--- config.mk ---
export PLATFORM = sky130hd
export DESIGN_NAME = pwrcsr_top
export DESIGN_NICKNAME = d
export VERILOG_FILES = /design/src/hw/pwrcsr_pkg.sv /design/src/hw/pwrcsr_top.sv
export VERILOG_INCLUDE_DIRS = /design/src /design/src/hw
export SDC_FILE = /design/constraint.sdc
export NUM_CORES = 1
export LEC_CHECK = 0
export BUFFER_PORTS_ARGS = -buffer_cell sky130_fd_sc_hd__buf_2
export CAP_MARGIN = 15
export CORE_MARGIN = 2
export CORE_UTILIZATION = 52
export DETAILED_ROUTE_END_ITERATION = 8
export PLACE_DENSITY = 0.92
export SLEW_MARGIN = 20
export SYNTH_ARGS = -nofsm -noshare
export SYNTH_HDL_FRONTEND = slang
export SYNTH_SLANG_ARGS = --single-unit
--- constraint.sdc ---
create_clock -name mclk -period 1.85 [get_ports mclk]
set_clock_uncertainty 0.2 [all_clocks]
set_input_delay 0 -clock mclk [delete_from_list [all_inputs] [get_ports mclk]]
set_output_delay 0 -clock mclk [all_outputs]
set_load 0.02 [all_outputs]
--- src/hw/pwrcsr_consts.svh ---
// register offsets, field positions and reset values of the power control regs
`ifndef PWRCSR_CONSTS_SVH
`define PWRCSR_CONSTS_SVH

// register byte offsets
`define PWRCSR_OFF_SEQ 8'h24
`define PWRCSR_OFF_CONV 8'h2C
`define PWRCSR_OFF_HEALTH 8'h30
`define PWRCSR_OFF_VCORE 8'h34
`define PWRCSR_OFF_IRQ_STAT 8'h38
`define PWRCSR_OFF_IRQ_MASK 8'h3C

// converter configuration fields
`define PWRCSR_CONV_PG_LSB 24
`define PWRCSR_CONV_CLR_BIT 16
`define PWRCSR_CONV_ALIM_LSB 13
`define PWRCSR_CONV_ACLK_LSB 8
`define PWRCSR_CONV_CLIM_LSB 5
`define PWRCSR_CONV_CCLK_LSB 0
`define PWRCSR_PG_RESET 2'h2
`define PWRCSR_LIM_RESET 2'h0
`define PWRCSR_CLK_RESET 2'h1

// sequence report fields
`define PWRCSR_SEQ_STATE_LSB 16
`define PWRCSR_SEQ_PREV_IO 29
`define PWRCSR_SEQ_PREV_PLL 28
`define PWRCSR_SEQ_PREV_ANA 25
`define PWRCSR_SEQ_PREV_CORE 24
`define PWRCSR_PREV_RESET 4'h2
`define PWRCSR_SEQ_TILE_OFF 14
`define PWRCSR_SEQ_MOD_ANA 9
`define PWRCSR_SEQ_MOD_CORE 8
`define PWRCSR_SEQ_EN_IO 5
`define PWRCSR_SEQ_EN_PLL 4
`define PWRCSR_SEQ_EN_ANA 1
`define PWRCSR_SEQ_EN_CORE 0

// supply health fields
`define PWRCSR_HLT_OSC 24
`define PWRCSR_HLT_PLL_GOOD 19
`define PWRCSR_HLT_CORE_GOOD 16
`define PWRCSR_HLT_LIM_ANA 9
`define PWRCSR_HLT_LIM_CORE 8
`define PWRCSR_HLT_SS_ANA 1
`define PWRCSR_HLT_SS_CORE 0

// interrupt bit count and code width
`define PWRCSR_NIRQ 4
`define PWRCSR_VCODE_W 7

`endif

--- src/hw/pwrcsr_pkg.sv ---
// types shared by the power control register block
package pwrcsr_pkg;
	typedef enum logic [2:0] {
		PWRCSR_ST_RESET = 3'b000,
		PWRCSR_ST_ASLEEP = 3'b001,
		PWRCSR_ST_WAKING1 = 3'b010,
		PWRCSR_ST_WAKING2 = 3'b011,
		PWRCSR_ST_AWAKE_WAIT = 3'b100,
		PWRCSR_ST_AWAKE = 3'b101,
		PWRCSR_ST_SLEEPING1 = 3'b110,
		PWRCSR_ST_SLEEPING2 = 3'b111
	} pwrcsr_seq_state_t;

	// settings applied to the supplies; order io, pll, ana, core
	typedef struct packed {
		logic tile_clk_off;
		logic mod_ana;
		logic mod_core;
		logic [3:0] en;
	} pwrcsr_applied_t;
endpackage : pwrcsr_pkg

--- src/hw/pwrcsr_top.sv ---
// power control status and converter configuration register block
//
// Decided for this implementation: strobed register access.
`timescale 1ns/1ps
`include "pwrcsr_consts.svh"
// ---------------------------------------------------------------
// ---------------------------------------------------------------
module pwrcsr_top (
	input wire logic mclk,
	input wire logic rst_n,
	input wire logic [7:0] reg_addr,
	input wire logic [31:0] reg_wdata,
	input wire logic reg_wr,
	input wire logic reg_rd,
	output logic [31:0] reg_rdata,
	output logic irq,
	input wire pwrcsr_pkg::pwrcsr_seq_state_t seq_state,
	input wire pwrcsr_pkg::pwrcsr_applied_t applied,
	input wire logic [6:0] boot_vcode,
	input wire logic osc_stable,
	input wire logic pll_rail_good,
	input wire logic core_rail_good,
	input wire logic [1:0] conv_limiting,
	input wire logic [1:0] conv_softstart,
	output logic [1:0] pg_level,
	output logic err_clear,
	output logic [1:0] ana_ilimit,
	output logic [1:0] core_ilimit,
	output logic [1:0] ana_clk_sel,
	output logic [1:0] core_clk_sel,
	output logic [6:0] core_vcode
);
	import pwrcsr_pkg::*;

	// ---------------------------------------------------------------
	// state record
	// ---------------------------------------------------------------
	typedef struct packed {
		logic [1:0] rst_sync;
		logic boot_done;
		logic [13:0] pin_s1;
		logic [13:0] pin_s2;
		logic [3:0] prev_en;
		pwrcsr_seq_state_t last_state;
		logic [3:0] en_seen;
		logic [1:0] pg;
		logic clr;
		logic [1:0] alim;
		logic [1:0] aclk;
		logic [1:0] clim;
		logic [1:0] cclk;
		logic [6:0] vcode;
		logic [3:0] ists;
		logic [3:0] imask;
		logic [3:0] health_d;
		logic [31:0] rdata;
		logic irq;
	} pwrcsr_state_t;

	pwrcsr_state_t s_reg;
	pwrcsr_state_t s_next;
	logic rst_sync_n;
	logic [13:0] pin_raw;
	logic [3:0] health_now;
	logic [3:0] ev;
	logic [31:0] seq_word;
	logic [31:0] conv_word;
	logic [31:0] hlt_word;

	// release is seen after two flops; a third would only delay boot load
	assign rst_sync_n = s_reg.rst_sync[1];

	// status pins from analogue side, grouped for the synchroniser
	assign pin_raw = {boot_vcode, osc_stable, pll_rail_good,
		core_rail_good, conv_limiting, conv_softstart};
	// health events: rail lost, current limit entered
	assign health_now = {~s_reg.pin_s2[5], ~s_reg.pin_s2[4],
		s_reg.pin_s2[3], s_reg.pin_s2[2]};
	assign ev = health_now & ~s_reg.health_d;

	// ---------------------------------------------------------------
	// read words
	// ---------------------------------------------------------------
	always_comb begin
		seq_word = 32'h0;
		seq_word[`PWRCSR_SEQ_STATE_LSB +: 3] = seq_state;
		seq_word[`PWRCSR_SEQ_PREV_IO] = s_reg.prev_en[3];
		seq_word[`PWRCSR_SEQ_PREV_PLL] = s_reg.prev_en[2];
		seq_word[`PWRCSR_SEQ_PREV_ANA] = s_reg.prev_en[1];
		seq_word[`PWRCSR_SEQ_PREV_CORE] = s_reg.prev_en[0];
		seq_word[`PWRCSR_SEQ_TILE_OFF] = applied.tile_clk_off;
		seq_word[`PWRCSR_SEQ_MOD_ANA] = applied.mod_ana;
		seq_word[`PWRCSR_SEQ_MOD_CORE] = applied.mod_core;
		seq_word[`PWRCSR_SEQ_EN_IO] = applied.en[3];
		seq_word[`PWRCSR_SEQ_EN_PLL] = applied.en[2];
		seq_word[`PWRCSR_SEQ_EN_ANA] = applied.en[1];
		seq_word[`PWRCSR_SEQ_EN_CORE] = applied.en[0];
		conv_word = 32'h0;
		conv_word[`PWRCSR_CONV_PG_LSB +: 2] = s_reg.pg;
		conv_word[`PWRCSR_CONV_CLR_BIT] = s_reg.clr;
		conv_word[`PWRCSR_CONV_ALIM_LSB +: 2] = s_reg.alim;
		conv_word[`PWRCSR_CONV_ACLK_LSB +: 2] = s_reg.aclk;
		conv_word[`PWRCSR_CONV_CLIM_LSB +: 2] = s_reg.clim;
		conv_word[`PWRCSR_CONV_CCLK_LSB +: 2] = s_reg.cclk;
		hlt_word = 32'h0;
		hlt_word[`PWRCSR_HLT_OSC] = s_reg.pin_s2[6];
		hlt_word[`PWRCSR_HLT_PLL_GOOD] = s_reg.pin_s2[5];
		hlt_word[`PWRCSR_HLT_CORE_GOOD] = s_reg.pin_s2[4];
		hlt_word[`PWRCSR_HLT_LIM_ANA] = s_reg.pin_s2[3];
		hlt_word[`PWRCSR_HLT_LIM_CORE] = s_reg.pin_s2[2];
		hlt_word[`PWRCSR_HLT_SS_ANA] = s_reg.pin_s2[1];
		hlt_word[`PWRCSR_HLT_SS_CORE] = s_reg.pin_s2[0];
	end

	// ---------------------------------------------------------------
	// next state
	// ---------------------------------------------------------------
	always_comb begin
		s_next = s_reg;
		s_next.rst_sync = {s_reg.rst_sync[0], 1'b1};
		s_next.pin_s1 = pin_raw;
		s_next.pin_s2 = s_reg.pin_s1;
		s_next.health_d = health_now;
		// previous-state enables latch when the sequencer moves on
		s_next.last_state = seq_state;
		s_next.en_seen = applied.en;
		if (seq_state != s_reg.last_state) begin
			s_next.prev_en = s_reg.en_seen;
		end
		// boot code caught once the synchronised pins are valid
		if (!s_reg.boot_done) begin
			s_next.boot_done = 1'b1;
			s_next.vcode = s_reg.pin_s2[13:7];
		end
		if (reg_wr) begin
			if (reg_addr == `PWRCSR_OFF_CONV) begin
				s_next.pg = reg_wdata[`PWRCSR_CONV_PG_LSB +: 2];
				s_next.clr = reg_wdata[`PWRCSR_CONV_CLR_BIT];
				s_next.alim = reg_wdata[`PWRCSR_CONV_ALIM_LSB +: 2];
				s_next.aclk = reg_wdata[`PWRCSR_CONV_ACLK_LSB +: 2];
				s_next.clim = reg_wdata[`PWRCSR_CONV_CLIM_LSB +: 2];
				s_next.cclk = reg_wdata[`PWRCSR_CONV_CCLK_LSB +: 2];
			end else if (reg_addr == `PWRCSR_OFF_VCORE) begin
				s_next.vcode = reg_wdata[6:0];
			end else if (reg_addr == `PWRCSR_OFF_IRQ_MASK) begin
				s_next.imask = reg_wdata[3:0];
			end else if (reg_addr == `PWRCSR_OFF_IRQ_STAT) begin
				s_next.ists = s_reg.ists & ~reg_wdata[3:0];
			end
			// other offsets, incl. read-only reports, are ignored
		end
		// set wins over a same-cycle write-one clear
		s_next.ists = s_next.ists | ev;
		s_next.rdata = 32'h0;
		if (reg_rd) begin
			if (reg_addr == `PWRCSR_OFF_SEQ) begin
				s_next.rdata = seq_word;
			end else if (reg_addr == `PWRCSR_OFF_CONV) begin
				s_next.rdata = conv_word;
			end else if (reg_addr == `PWRCSR_OFF_HEALTH) begin
				s_next.rdata = hlt_word;
			end else if (reg_addr == `PWRCSR_OFF_VCORE) begin
				s_next.rdata = {25'h0, s_reg.vcode};
			end else if (reg_addr == `PWRCSR_OFF_IRQ_STAT) begin
				s_next.rdata = {28'h0, s_reg.ists};
			end else if (reg_addr == `PWRCSR_OFF_IRQ_MASK) begin
				s_next.rdata = {28'h0, s_reg.imask};
			end
		end
		s_next.irq = |(s_next.ists & s_next.imask);
	end

	// ---------------------------------------------------------------
	// state register
	// ---------------------------------------------------------------
	always_ff @(posedge mclk or negedge rst_n) begin
		if (!rst_n) begin
			s_reg <= '0;
			s_reg.prev_en <= `PWRCSR_PREV_RESET;
			s_reg.pg <= `PWRCSR_PG_RESET;
			s_reg.alim <= `PWRCSR_LIM_RESET;
			s_reg.clim <= `PWRCSR_LIM_RESET;
			s_reg.aclk <= `PWRCSR_CLK_RESET;
			s_reg.cclk <= `PWRCSR_CLK_RESET;
		end else if (!rst_sync_n) begin
			// hold control at reset values until release is synchronised
			s_reg.rst_sync <= s_next.rst_sync;
			s_reg.pin_s1 <= s_next.pin_s1;
			s_reg.pin_s2 <= s_next.pin_s2;
		end else begin
			s_reg <= s_next;
		end
	end

	// outputs straight from flops
	assign reg_rdata = s_reg.rdata;
	assign irq = s_reg.irq;
	assign pg_level = s_reg.pg;
	assign err_clear = s_reg.clr;
	assign ana_ilimit = s_reg.alim;
	assign core_ilimit = s_reg.clim;
	assign ana_clk_sel = s_reg.aclk;
	assign core_clk_sel = s_reg.cclk;
	assign core_vcode = s_reg.vcode;
endmodule : pwrcsr_top

* Word-level counts from Yosys, hierarchy flattened
Cells that the tools add are included.
Widths: inputs -> output; s select.
** Operators by class
- Reduce and logical (&&, ||, !) cells :: 3
- Eq/ne operators :: 7
- Muxes and demuxes :: 15
- Bitwise gates (word level) :: 8
** Operators by type and width (number)
- $mux 30 :: 2
- $eq 8x6->1 const B :: 6
- $mux 15 :: 2
- $mux 26 :: 1
- $mux 25 :: 1
- $mux 7 :: 3
- $mux 4 :: 5
- $and 4x4->4 :: 3
- $mux 8 :: 1
- $not 4->4 :: 2
- $or 4x4->4 :: 1
- $reduce_or 4->1 :: 1
- $ne 3x3->1 :: 1
- $reduce_and 3->1 :: 1
- $not 1->1 :: 2
- $reduce_and 2->1 :: 1
** Word-level totals
- Bits of input ports :: 68
- Bits in registers :: 105
- Output and inout port bits :: 51
- Logic and storage cells :: 52

* Depth between registers and ports, before layout
Gate-level depths: netlist of the first run.
- Word-level depth :: 10
- Mapped depth :: 7
- Depth with buffers taken out :: 4

* Worst setup path before layout of the first run
No wires, ideal clock.
- Kind :: reg2reg
- Start :: reg s_reg (netlist bit rst_sync_n)
- End :: reg s_reg[43] (netlist name)
- Path slack :: 164 ps
- Path buffers :: 3
- Arrival time :: 1365 ps
- Cell stages (with the launch flop) :: 6
- Setup time :: 121 ps
- Clock period less this slack :: 1686 ps
- Data required time :: 1529 ps
- Cells stage by stage :: dfrtp_1 clkbuf_1 clkbuf_1 clkbuf_1 nand3_1 a22o_1
** RTL lines
- from (decl) :: RTL line pwrcsr_top.sv:60 : pwrcsr_state_t s_reg;
- from (signal assigned) :: RTL line pwrcsr_top.sv:191 : s_reg <= s_next;

* Worst setup path after layout of the first run
- Start :: in reg_addr[1]
- End :: reg s_reg (netlist bit reg_rdata[0])
** Between the ends
- Longest elaborated chain between the ends :: 8
- Elaborated cells on any way between the ends :: 13
- Classes of those cells :: 6 x eq/ne; 7 x mux
** RTL lines
- from (decl) :: RTL line pwrcsr_top.sv:11 : input wire logic [7:0] reg_addr,
- $eq 8x6->1 (no line)
- $mux 4 :: RTL line pwrcsr_top.sv:166 : end else if (reg_addr == `PWRCSR_OFF_IRQ_MASK) begin
- $mux 4 :: RTL line pwrcsr_top.sv:164 : end else if (reg_addr == `PWRCSR_OFF_IRQ_STAT) begin
- $mux 7 :: RTL line pwrcsr_top.sv:162 : end else if (reg_addr == `PWRCSR_OFF_VCORE) begin
- $mux 25 :: RTL line pwrcsr_top.sv:160 : end else if (reg_addr == `PWRCSR_OFF_HEALTH) begin
- $mux 26 :: RTL line pwrcsr_top.sv:158 : end else if (reg_addr == `PWRCSR_OFF_CONV) begin
- $mux 30 (*) :: RTL line pwrcsr_top.sv:156 : if (reg_addr == `PWRCSR_OFF_SEQ) begin
- $mux 30 (*) :: RTL line pwrcsr_top.sv:155 : if (reg_rd) begin
Every way passes the cells marked *; elsewhere a longest branch is shown, timed or not.
A chain may end at the register's enable or synchronous reset.

==> results of run 1 <==
[layout make-up]
| class | instances | share of cell area [%] |
|---|---|---|
| antenna | 1 | 0.0481 |
| clock buffer | 10 | 2.64 |
| clock inverter | 6 | 1.37 |
| inverter | 9 | 0.649 |
| multi-input combinational | 179 | 28.4 |
| sequential | 92 | 44.3 |
| tap | 102 | 2.45 |
| timing repair buffer | 150 | 20.2 |
[critical path, stage by stage]
cell           delay, ns
buf_2               0.13
or2_2               0.31
dlygate4sd3_1       0.57
a2111oi_0           0.61
a21oi_1             0.14
o31ai_1             0.25
[metal layers]
layer | global-route usage, % | vias to the layer above
met5 | 0 | -
met4 | 9.54 | 0
met3 | 5.70 | 32
met2 | 39.4 | 168
met1 | 29.5 | 1540
li1 | - | 1382
[power by group through the flow]
stage                     Combinational, mW  Sequential, mW  Clock (mW)
final                                 0.511            2.20        1.40
after CTS                             0.499            2.19        1.42
after global routing                  0.553            2.21        1.50
after floorplan                       0.284            2.21           0
after detailed placement              0.418            2.23           0
after global placement                0.403            2.23           0
[kinds of logic (layout without fill, tap and decap cells)]
group / count (synthesis) / count (layout) / share of synthesized area, %
buf+inv: 72 / 175 / 11.8
other cells: 2 / 15 / 0.180
mux: 27 / 27 / 8.17
flops: 92 / 92 / 55.2
compound gates: 75 / 75 / 14.7
simple gates: 59 / 60 / 9.37
xor+xnor: 3 / 3 / 0.628
[path summary, 6_finish.rpt]
path,endpoint,cells past startpoint,slack [ns],from
setup / recovery,reg_rdata[0],6,-0.09,reg_addr[1]
hold / removal,reg_rdata[2],5,0.002,reg_addr[1]
min in group asynchronous,reg_rdata[25],3,0.48,rst_n
hold reg to reg,hlt_word[24],0,0.15,s_next[80]
setup reg to reg,reg_rdata[0],4,0,s_reg[37]
max in group asynchronous,ana_clk_sel[0],4,0.28,rst_n
[through the flow]
stage | worst slack (ns) | cells | hold slack [ns] | utilization, %
after floorplan | 0.164 | 342 | -0.496 | -
after global placement | 0.102 | 481 | -0.227 | 57.2
after detailed placement | 0.0453 | 481 | -0.217 | 57.2
after CTS | 0.0161 | 547 | 0.0124 | 66.3
after global routing | -0.0942 | 549 | 0.0292 | 67.0
final | -0.0874 | 549 | 0.00190 | 67.0
[synthesized netlist by cell type, types with 7 or more instances]
master	number
a221o_1	9
a22o_1	13
a2bb2oi_1	8
buf_4	50
dfrtp_1	88
inv_1	8
mux2_2	17
mux2_4	10
nand2_1	7
nand3_1	8
nor2_1	7
nor2b_1	10
o22ai_1	8
[what timing repair did]
item	4_1_cts	5_1_grt
resized for setup	0	8
endpoints found under the hold margin	151	0
endpoints found under the setup margin	0	19
hold buffers	50	0
buffers inserted	0	1
==> tab_implementation.tex, run 1 <==
\begin{tabular}{lr}
\hline
Metric & Value \\
\hline
\multicolumn{2}{l}{\textbf{CTS}} \\
Clock buffer count from CTS & 9 \\
Clock Latency Late Sink & 0.37 ns \\
Clock-pin slew reported for the worst setup and hold paths after clock tree synthesis & 0.09 ns \\
CTS tree & built \\
Root Buffer Master & clkbuf\_8 \\
CTS Sinks & 92 \\
Maximum level of the CTS H-tree & 3 \\
Number of buffers on the longest clock path & 2 \\
\multicolumn{2}{l}{\textbf{Die}} \\
DIE AREA & 8780 um2 \\
Chip Height & 93.7 um \\
Placeable core area & 7770 um2 \\
Die Span X & about 94 um \\
Initial cell density of the core & 53.8\% \\
Core Rows & 32 \\
I/O pins & 119 \\
\multicolumn{2}{l}{\textbf{Timing}} \\
Transition time at the pin with the least slew margin & 0.678 ns \\
Post-layout worst setup margin & -0.0874 ns \\
Final hold viol count & 0 \\
Final Max Slew Viols & 0 \\
Post-Route Setup TNS & -0.0874 ns \\
Final worst path period need & approximately 1.9 ns \\
Final setup violation count & 1 \\
Peak clock frequency supported by timing & just over 500 MHz \\
Relative max-transition margin & 53.6\% \\
Final clock period utilization by the worst path & 105\% \\
\multicolumn{2}{l}{\textbf{Route}} \\
Total number of vias & 3122 \\
Drt pass-1 iters & 6 \\
DR WL met2 & 4.99 mm \\
Routed Antenna Nets & 0 \\
Met3 Wirelength & 705 um \\
DR WL/cell & 18.4 um \\
WL met1 & 4.05 mm \\
Remaining design rule violation count & 0 \\
Top layer reached by signal wires & met4 \\
Initial DRC count & 334 \\
DR vias/cell & 5.69 \\
Routed wire length & 10.1 mm \\
\multicolumn{2}{l}{\textbf{Job}} \\
Number of max-capacitance violations reported & 0 \\
\multicolumn{2}{l}{\textbf{Power}} \\
Total leakage power & 2.46 nW \\
Fraction of power spent switching nets & 26.1\% \\
Sequential fraction of design power & about 54\% \\
P\_sw & approximately 1.1 mW \\
Pint & 3.04 mW \\
Worst-case vdd ir drop & 0.000395 V \\
Power density over the cells & 789 nW/um2 \\
Share of power burned in combinational logic & approximately an eighth \\
Clock Power Share & 34.0\% \\
Final total power & roughly 4.1 mW \\
\multicolumn{2}{l}{\textbf{Cells and area}} \\
Total number of nets in the final design & 509 \\
Area occupied by multi-input gates & 1480 um2 \\
Fill cells & 543 \\
Share of final-layout standard cells stronger than drive strength 1 & 36.8\% \\
Area growth, synth to finish & 24.5\% \\
Final design instance area without fill & 5210 um2 \\
Most common cell after layout, fill and taps aside & dfrtp\_1 \\
Sequential cell area & 2310 um2 \\
Max FFs per register & 31 \\
Commonest cells after routing, fill and taps aside & dfrtp\_1 (88), buf\_2 (84), dlygate4sd3\_1 (49) \\
\multicolumn{2}{l}{\textbf{Global route}} \\
Tot GR Track Use & 23.6\% \\
Antenna violations before repair & 1 \\
Global-route wire length before repair & between 15 and 20 mm \\
Number of global-route vias before repair & slightly above 3000 \\
GRT overflow & 0 \\
Pin count of the biggest net entering global routing & 41 \\
\multicolumn{2}{l}{\textbf{Placement}} \\
Total cell area at the placement stage & between 4000 and 5000 um2 \\
GP Congestion & 0.904 \\
Detailed placer's ending HPWL & approximately 6.6 mm \\
Buffers added on ports & 87 \\
\multicolumn{2}{l}{\textbf{Worst setup path}} \\
Endpoint class of the critical path & register \\
Arrival time of data at the critical path endpoint & around 2.0 ns \\
Maximum net fanout on the critical path & 5 \\
Worst setup SP type & input pin \\
Classification of the worst setup path & in -> reg \\
Required time of the critical path & between 1.5 and 2 ns \\
\multicolumn{2}{l}{\textbf{Yosys}} \\
Prevailing post-synth register cell & dfrtp\_1 \\
Number of enable-type register cells in the synthesized netlist & 0 \\
Yosys synthesis warning count & 0 \\
Number of library cell types mapped by synthesis & 54 \\
Mean cell area of the mapped netlist & 12.7 um2 \\
Largest area contributor in the netlist & dfrtp\_1 \\
Sequential-to-total area share from yosys stat & between 50\% and 60\% \\
Proportion of register bits with asynchronous set or reset after synthesis & 100\% \\
Most area-consuming cells after synthesis & dfrtp\_1 (53\%), buf\_4 (9.0\%), mux2\_2 (4.6\%), mux2\_4 (3.6\%), a22o\_1 (2.7\%) \\
Area share of the leading cell type in the synthesized netlist & $\sim$53\% \\
Post-synthesis instance area & between 4000 and 5000 um2 \\
Yosys reg bits & 92 \\
Instance count of the mapped netlist & between 300 and 400 \\
\multicolumn{2}{l}{\textbf{Outcome}} \\
Violated checks & setup timing \\
Result of the run & finished, violations left \\
\multicolumn{2}{l}{\textbf{Min path}} \\
Worst min-delay path category & in -> reg \\
\hline
\end{tabular}
Power figures use the tool's default switching activity.
==> inputs of run 2 (changes only) <==
Settings changed: MAX_ROUTING_LAYER from default to met4, SETUP_SLACK_MARGIN from default to 0.05.
==> run 2 against run 1 <==
Compared with the run above:
- the flow now finishes without violations
- critical endpoint is now reg_rdata[4]
- utilization decreased by 0.97 points
- largest cell class unchanged
- critical path depth decreased by 3
- design area decreased by 1.4%
- sequential share of layout area increased by 0.65 points
==> tab_implementation.tex, run 2 (synthesis gave the netlist of run 1 again) <==
\begin{tabular}{lr}
\hline
Metric & Value \\
\hline
\multicolumn{2}{l}{\textbf{Outcome}} \\
Result of the run & finished clean \\
\multicolumn{2}{l}{\textbf{Worst setup path}} \\
Maximum net fanout on the critical path & 10 (+5) \\
Classification of the worst setup path & reg -> reg \\
Register-to-Register Path Depth & 3 (-1) \\
Endpoint class of the critical path & register \\
Required time of the critical path & 1.89 ns (-0.04 ns) \\
Arrival time of data at the critical path endpoint & 1.78 ns (-0.23 ns) \\
Worst setup SP type & register \\
\multicolumn{2}{l}{\textbf{Power}} \\
Worst-case vdd ir drop & 0.000544 V (+38\%) \\
Power density over the cells & 767 nW/um2 (-2.8\%) \\
Total leakage power & 2.44 nW (-0.97\%) \\
\multicolumn{2}{l}{\textbf{Cells and area}} \\
Most common cell after layout, fill and taps aside & dfrtp\_1 \\
Area growth, synth to finish & 22.7\% \\
Commonest cells after routing, fill and taps aside & dfrtp\_1 (88), buf\_2 (86), dlygate4sd3\_1 (49) \\
Fill cells & 574 (+5.7\%) \\
Count of inserted antenna diode cells & 0 (-1) \\
Total number of nets in the final design & 508 (-0.20\%) \\
Share of final-layout standard cells stronger than drive strength 1 & 35.5\% (-1.3 points) \\
Max FFs per register & 31 (unchanged) \\
Final cell count without fillers & 547 (-0.36\%) \\
\multicolumn{2}{l}{\textbf{Global route}} \\
Tot GR Track Use & 23.5\% (-0.049 points) \\
Global-route wire length before repair & 15.2 mm (-3.9\%) \\
Antenna violations before repair & 0 (-1) \\
Pin count of the biggest net entering global routing & 42 (+2.4\%) \\
Number of global-route vias before repair & 3086 (-0.68\%) \\
GRT overflow & 0 (unchanged) \\
\multicolumn{2}{l}{\textbf{Placement}} \\
Buffers added on ports & 87 (unchanged) \\
Detailed placer's ending HPWL & 6.63 mm (+0.14\%) \\
GP Congestion & 0.887 (-1.9\%) \\
Minimum setup slack after placement & 0.0603 ns (+0.0150 ns) \\
Cell total after placement & 482 (+0.21\%) \\
\multicolumn{2}{l}{\textbf{Route}} \\
Total number of vias & 3094 (-0.90\%) \\
Routed Antenna Nets & 0 (unchanged) \\
Top layer reached by signal wires & met4 \\
Initial DRC count & 329 (-1.5\%) \\
Remaining design rule violation count & 0 (unchanged) \\
DR WL/cell & 17.7 um (-3.6\%) \\
WL met1 & 3.99 mm (-1.4\%) \\
DR vias/cell & 5.66 (-0.53\%) \\
Drt pass-1 iters & 5 (-1) \\
Routed wire length & 9.69 mm (-4.0\%) \\
DR WL met2 & 4.80 mm (-3.9\%) \\
Met3 Wirelength & 687 um (-2.6\%) \\
\multicolumn{2}{l}{\textbf{Die}} \\
Initial cell density of the core & 53.8\% (unchanged) \\
Chip Height & 93.7 um (unchanged) \\
Core Rows & 32 (unchanged) \\
I/O pins & 119 (unchanged) \\
Die Span X & 93.7 um (unchanged) \\
Placeable core area & 7770 um2 (unchanged) \\
DIE AREA & 8780 um2 (unchanged) \\
\multicolumn{2}{l}{\textbf{Timing}} \\
Post-Route Setup TNS & 0 ns (+0.0874 ns) \\
Peak clock frequency supported by timing & 573 MHz (+11\%) \\
Final setup violation count & 0 (-1) \\
Final Max Slew Viols & 0 (unchanged) \\
Final hold viol count & 0 (unchanged) \\
Final worst path period need & 1.74 ns (-0.194 ns) \\
Setup repair after global routing missed its margin & yes \\
Relative max-transition margin & 52.9\% (-0.71 points) \\
Transition time at the pin with the least slew margin & 0.705 ns (+0.0263 ns) \\
Final clock period utilization by the worst path & 94.3\% (-10 points) \\
Post-layout worst setup margin & 0.106 ns (+0.194 ns) \\
\multicolumn{2}{l}{\textbf{CTS}} \\
Clock-pin slew reported for the worst setup and hold paths after clock tree synthesis & 0.09 ns (about the same) \\
Number of buffers on the longest clock path & 2 (unchanged) \\
Maximum level of the CTS H-tree & 3 (unchanged) \\
Clock Latency Late Sink & 0.37 ns (about the same) \\
Root Buffer Master & clkbuf\_8 \\
CTS Sinks & 92 (unchanged) \\
Clock buffer count from CTS & 9 (unchanged) \\
CTS tree & built \\
\multicolumn{2}{l}{\textbf{Min path}} \\
Worst min-delay path category & in -> reg \\
Number of cells on the worst hold path & 4 (-1) \\
\multicolumn{2}{l}{\textbf{Job}} \\
Number of max-capacitance violations reported & 0 (unchanged) \\
\hline
\end{tabular}
==> run 2: timing repair <==
action | in CTS | in global routing
hold buffers | 49 | 0
setup endpoints to repair | 0 | 3
hold endpoints to repair | 153 | 0
setup buffers | 0 | 0
gates resized for setup | 0 | 3
==> run 2: final timing paths <==
path                        startpoint  slack [ns]       endpoint
setup / recovery            rst_sync_n        0.11   reg_rdata[4]
hold / removal             reg_addr[3]        0.02   reg_rdata[2]
setup reg to reg            rst_sync_n        0.11   reg_rdata[4]
hold reg to reg            s_next[104]        0.15     rst_sync_n
max in group asynchronous        rst_n        0.32      s_reg[35]
min in group asynchronous        rst_n        0.50  reg_rdata[14]
==> run 2: layout make-up <==
cell class                 count  area, um2  share of cell area [%]
sequential                    92       2310                    45.0
multi-input combinational    178       1440                    28.0
timing repair buffer         150       1050                    20.4
clock buffer                  13        159                    3.10
tap                          102        128                    2.49
inverter                       9       33.8                   0.658
clock inverter                 3       21.3                   0.414
==> run 2: layer usage <==
layer,GRT usage [%],vias up
li1,-,1384
met4,8.09,0
met1,29.6,1515
met2,37.7,169
met3,5.78,26
met5,-,-
==> run 2: through the flow <==
step / utilization [%] / total power, mW / hold slack (ns) / cell area, um2
after global routing: 66.1 / 4.09 / 0.0293 / 5130
after global placement: 57.3 / 2.63 / -0.197 / 4450
after floorplan: - / 2.50 / -0.496 / 4230
final: 66.1 / 3.94 / 0.0152 / 5130
after CTS: 65.9 / 3.95 / 0.00579 / 5120
after detailed placement: 57.3 / 2.65 / -0.190 / 4450
==> run 2: power by group <==
group | total (mW) | switching [mW] | leakage [nW] | internal (mW)
Combinational | 0.506 | 0.266 | 1.24 | 0.240
Sequential | 2.20 | 0.0720 | 1.11 | 2.12
Clock | 1.23 | 0.670 | 0.0896 | 0.563
==> run 2: critical path: stages (launching register included) <==
cell	delay [ns]
dfrtp_1	0.49
clkinv_1	0.32
buf_4	0.28
a221o_1	0.32
==> inputs of run 3 (changes only) <==
Settings changed: ABC_AREA from default to 0, CELL_PAD_IN_SITES_DETAIL_PLACEMENT from default to 0, CELL_PAD_IN_SITES_GLOBAL_PLACEMENT from default to 1, CORE_UTILIZATION 52 to 41.
==> run 3 against run 2 <==
Compared with the run above:
- die area up 26%
- sequential power about the same
- sequential cell count unchanged
- maximum frequency down 1.6%
- register-to-register slack better by 0.08 ns
- wire length up 0.52%
- power up 2.6%
- first-iteration DRC count down 58%
- clock power up 9%
- highest routed layer unchanged
==> tab_implementation.tex, run 3 (synthesis gave the netlist of run 1 again) <==
\begin{tabular}{lr}
\hline
Metric & Value \\
\hline
\multicolumn{2}{l}{\textbf{Timing}} \\
Final Max Slew Viols & 0 (unchanged) \\
Final clock period utilization by the worst path & 95.8\% (+1.6 points) \\
Setup repair after global routing missed its margin & yes \\
Relative max-transition margin & 48.9\% (-4.0 points) \\
Post-layout worst setup margin & 0.0773 ns (-0.0290 ns) \\
Peak clock frequency supported by timing & 564 MHz (-1.6\%) \\
Final hold viol count & 0 (unchanged) \\
Worst hold slack across all endpoints & 0.0322 ns (+0.0171 ns) \\
Transition time at the pin with the least slew margin & 0.764 ns (+0.0598 ns) \\
Post-Route Setup TNS & 0 ns (unchanged) \\
Final setup violation count & 0 (unchanged) \\
Final worst path period need & 1.77 ns (+0.0290 ns) \\
\multicolumn{2}{l}{\textbf{Worst setup path}} \\
Maximum net fanout on the critical path & 3 (-7) \\
Arrival time of data at the critical path endpoint & 1.86 ns (+0.08 ns) \\
Classification of the worst setup path & in -> reg \\
Required time of the critical path & 1.93 ns (+0.04 ns) \\
Worst setup SP type & input pin \\
Endpoint class of the critical path & register \\
\multicolumn{2}{l}{\textbf{Placement}} \\
Detailed placer's ending HPWL & 6.82 mm (+2.9\%) \\
Total cell area at the placement stage & 4500 um2 (+1.2\%) \\
Minimum setup slack after placement & 0.0639 ns (+0.00358 ns) \\
Cell total after placement & 515 (+6.8\%) \\
Buffers added on ports & 87 (unchanged) \\
GP Congestion & 0.895 (+0.86\%) \\
\multicolumn{2}{l}{\textbf{Power}} \\
Worst-case vdd ir drop & 0.000473 V (-13\%) \\
Final total power & 4.04 mW (+2.6\%) \\
Power density over the cells & 773 nW/um2 (+0.79\%) \\
Total leakage power & 2.48 nW (+1.5\%) \\
\multicolumn{2}{l}{\textbf{CTS}} \\
Post CTS Setup Buffer Count & 0 (unchanged) \\
CTS tree & built \\
Root Buffer Master & clkbuf\_8 \\
Clock-pin slew reported for the worst setup and hold paths after clock tree synthesis & 0.09 ns (about the same) \\
Clock buffer count from CTS & 9 (unchanged) \\
CTS Sinks & 92 (unchanged) \\
Clock Latency Late Sink & 0.36 ns (about the same) \\
Maximum level of the CTS H-tree & 3 (unchanged) \\
Number of buffers on the longest clock path & 2 (unchanged) \\
\multicolumn{2}{l}{\textbf{Cells and area}} \\
Share of final-layout standard cells stronger than drive strength 1 & 36.6\% (+1.1 points) \\
Total number of nets in the final design & 511 (+0.59\%) \\
Utilization after layout & 53.2\% (-13 points) \\
Most common cell after layout, fill and taps aside & dfrtp\_1 \\
Final cell count without fillers & 581 (+6.2\%) \\
Area growth, synth to finish & 25.0\% \\
Max FFs per register & 31 (unchanged) \\
Final design instance area without fill & 5230 um2 (+1.8\%) \\
Count of inserted antenna diode cells & 0 (unchanged) \\
Commonest cells after routing, fill and taps aside & dfrtp\_1 (88), buf\_2 (86), dlygate4sd3\_1 (50) \\
\multicolumn{2}{l}{\textbf{Route}} \\
Initial DRC count & 138 (-58\%) \\
Routed wire length & 9.74 mm (+0.52\%) \\
DR vias/cell & 5.11 (-9.6\%) \\
Routed Antenna Nets & 0 (unchanged) \\
Remaining design rule violation count & 0 (unchanged) \\
DR WL/cell & 16.8 um (-5.4\%) \\
Total number of vias & 2971 (-4.0\%) \\
Drt pass-1 iters & 4 (-1) \\
\multicolumn{2}{l}{\textbf{Global route}} \\
Pin count of the biggest net entering global routing & 40 (-4.8\%) \\
Tot GR Track Use & 18.4\% (-5.1 points) \\
Antenna violations before repair & 0 (unchanged) \\
GRT overflow & 0 (unchanged) \\
Global-route wire length before repair & 15.5 mm (+2.3\%) \\
Number of global-route vias before repair & 2978 (-3.5\%) \\
\multicolumn{2}{l}{\textbf{Die}} \\
Die Span X & 105 um (+12\%) \\
I/O pins & 119 (unchanged) \\
Core Rows & 36 (+13\%) \\
DIE AREA & 11000 um2 (+26\%) \\
Initial cell density of the core & 42.6\% (-11 points) \\
Placeable core area & 9820 um2 (+26\%) \\
Chip Height & 105 um (+12\%) \\
\multicolumn{2}{l}{\textbf{Job}} \\
Number of max-capacitance violations reported & 0 (unchanged) \\
\multicolumn{2}{l}{\textbf{Outcome}} \\
Result of the run & finished clean \\
\multicolumn{2}{l}{\textbf{Min path}} \\
Worst min-delay path category & in -> reg \\
\hline
\end{tabular}
==> run 3: cell types whose count changed in the layout (fill, tap and decap cells not counted), moves of 2 or more <==
cell / change
clkinv_4: +2
clkbuf_8: -2
clkbuf_1: -2
buf_4: +2
o2bb2ai_1: -2
o2bb2ai_2: +2
==> run 3: final cells by class <==
type,instances,area (um2)
multi-input combinational,178,1450
clock inverter,7,75.1
tap,133,166
clock buffer,9,124
sequential,92,2310
fill,884,4590
timing repair buffer,153,1070
inverter,9,33.8
==> run 3: critical path, cell delays in order <==
cell,delay [ns]
buf_2,0.11
dlygate4sd3_1,0.56
nand4bb_1,0.20
nor3_1,0.17
dlygate4sd3_1,0.59
nand2_2,0.09
o2bb2ai_2,0.13
==> run 3: path summary, 6_finish.rpt <==
check | start | endpoint | slack (ns) | depth (start not counted)
setup / recovery | reg_addr[7] | reg_rdata[2] | 0.08 | 7
hold reg to reg | s_next[76] | health_now[0] | 0.15 | 0
min in group asynchronous | rst_n | hlt_word[19] | 0.60 | 3
max in group asynchronous | rst_n | s_reg[37] | 0.37 | 3
hold / removal | reg_wr | s_reg[40] | 0.03 | 3
setup reg to reg | rst_sync_n | reg_rdata[5] | 0.19 | 5
==> run 3: power breakdown <==
group | switching, mW | leakage [nW] | internal (mW)
Sequential | 0.0700 | 1.11 | 2.12
Combinational | 0.266 | 1.26 | 0.244
Clock | 0.704 | 0.104 | 0.631
==> run 3: timing repair <==
item	4_1_cts	5_1_grt
hold buffers	50	0
gates resized for setup	0	4
endpoints found under the setup margin	0	3
endpoints found under the hold margin	153	0
==> run 3: routing by layer <==
layer	wire [um]	track usage (%)	vias to the layer above	part of all wire, %
met5	0	-	-	0
met4	75	4.38	0	0.77
met3	547	3.62	10	5.6
met2	4560	27.9	112	47
met1	4550	25.6	1464	47
li1	-	-	1385	-
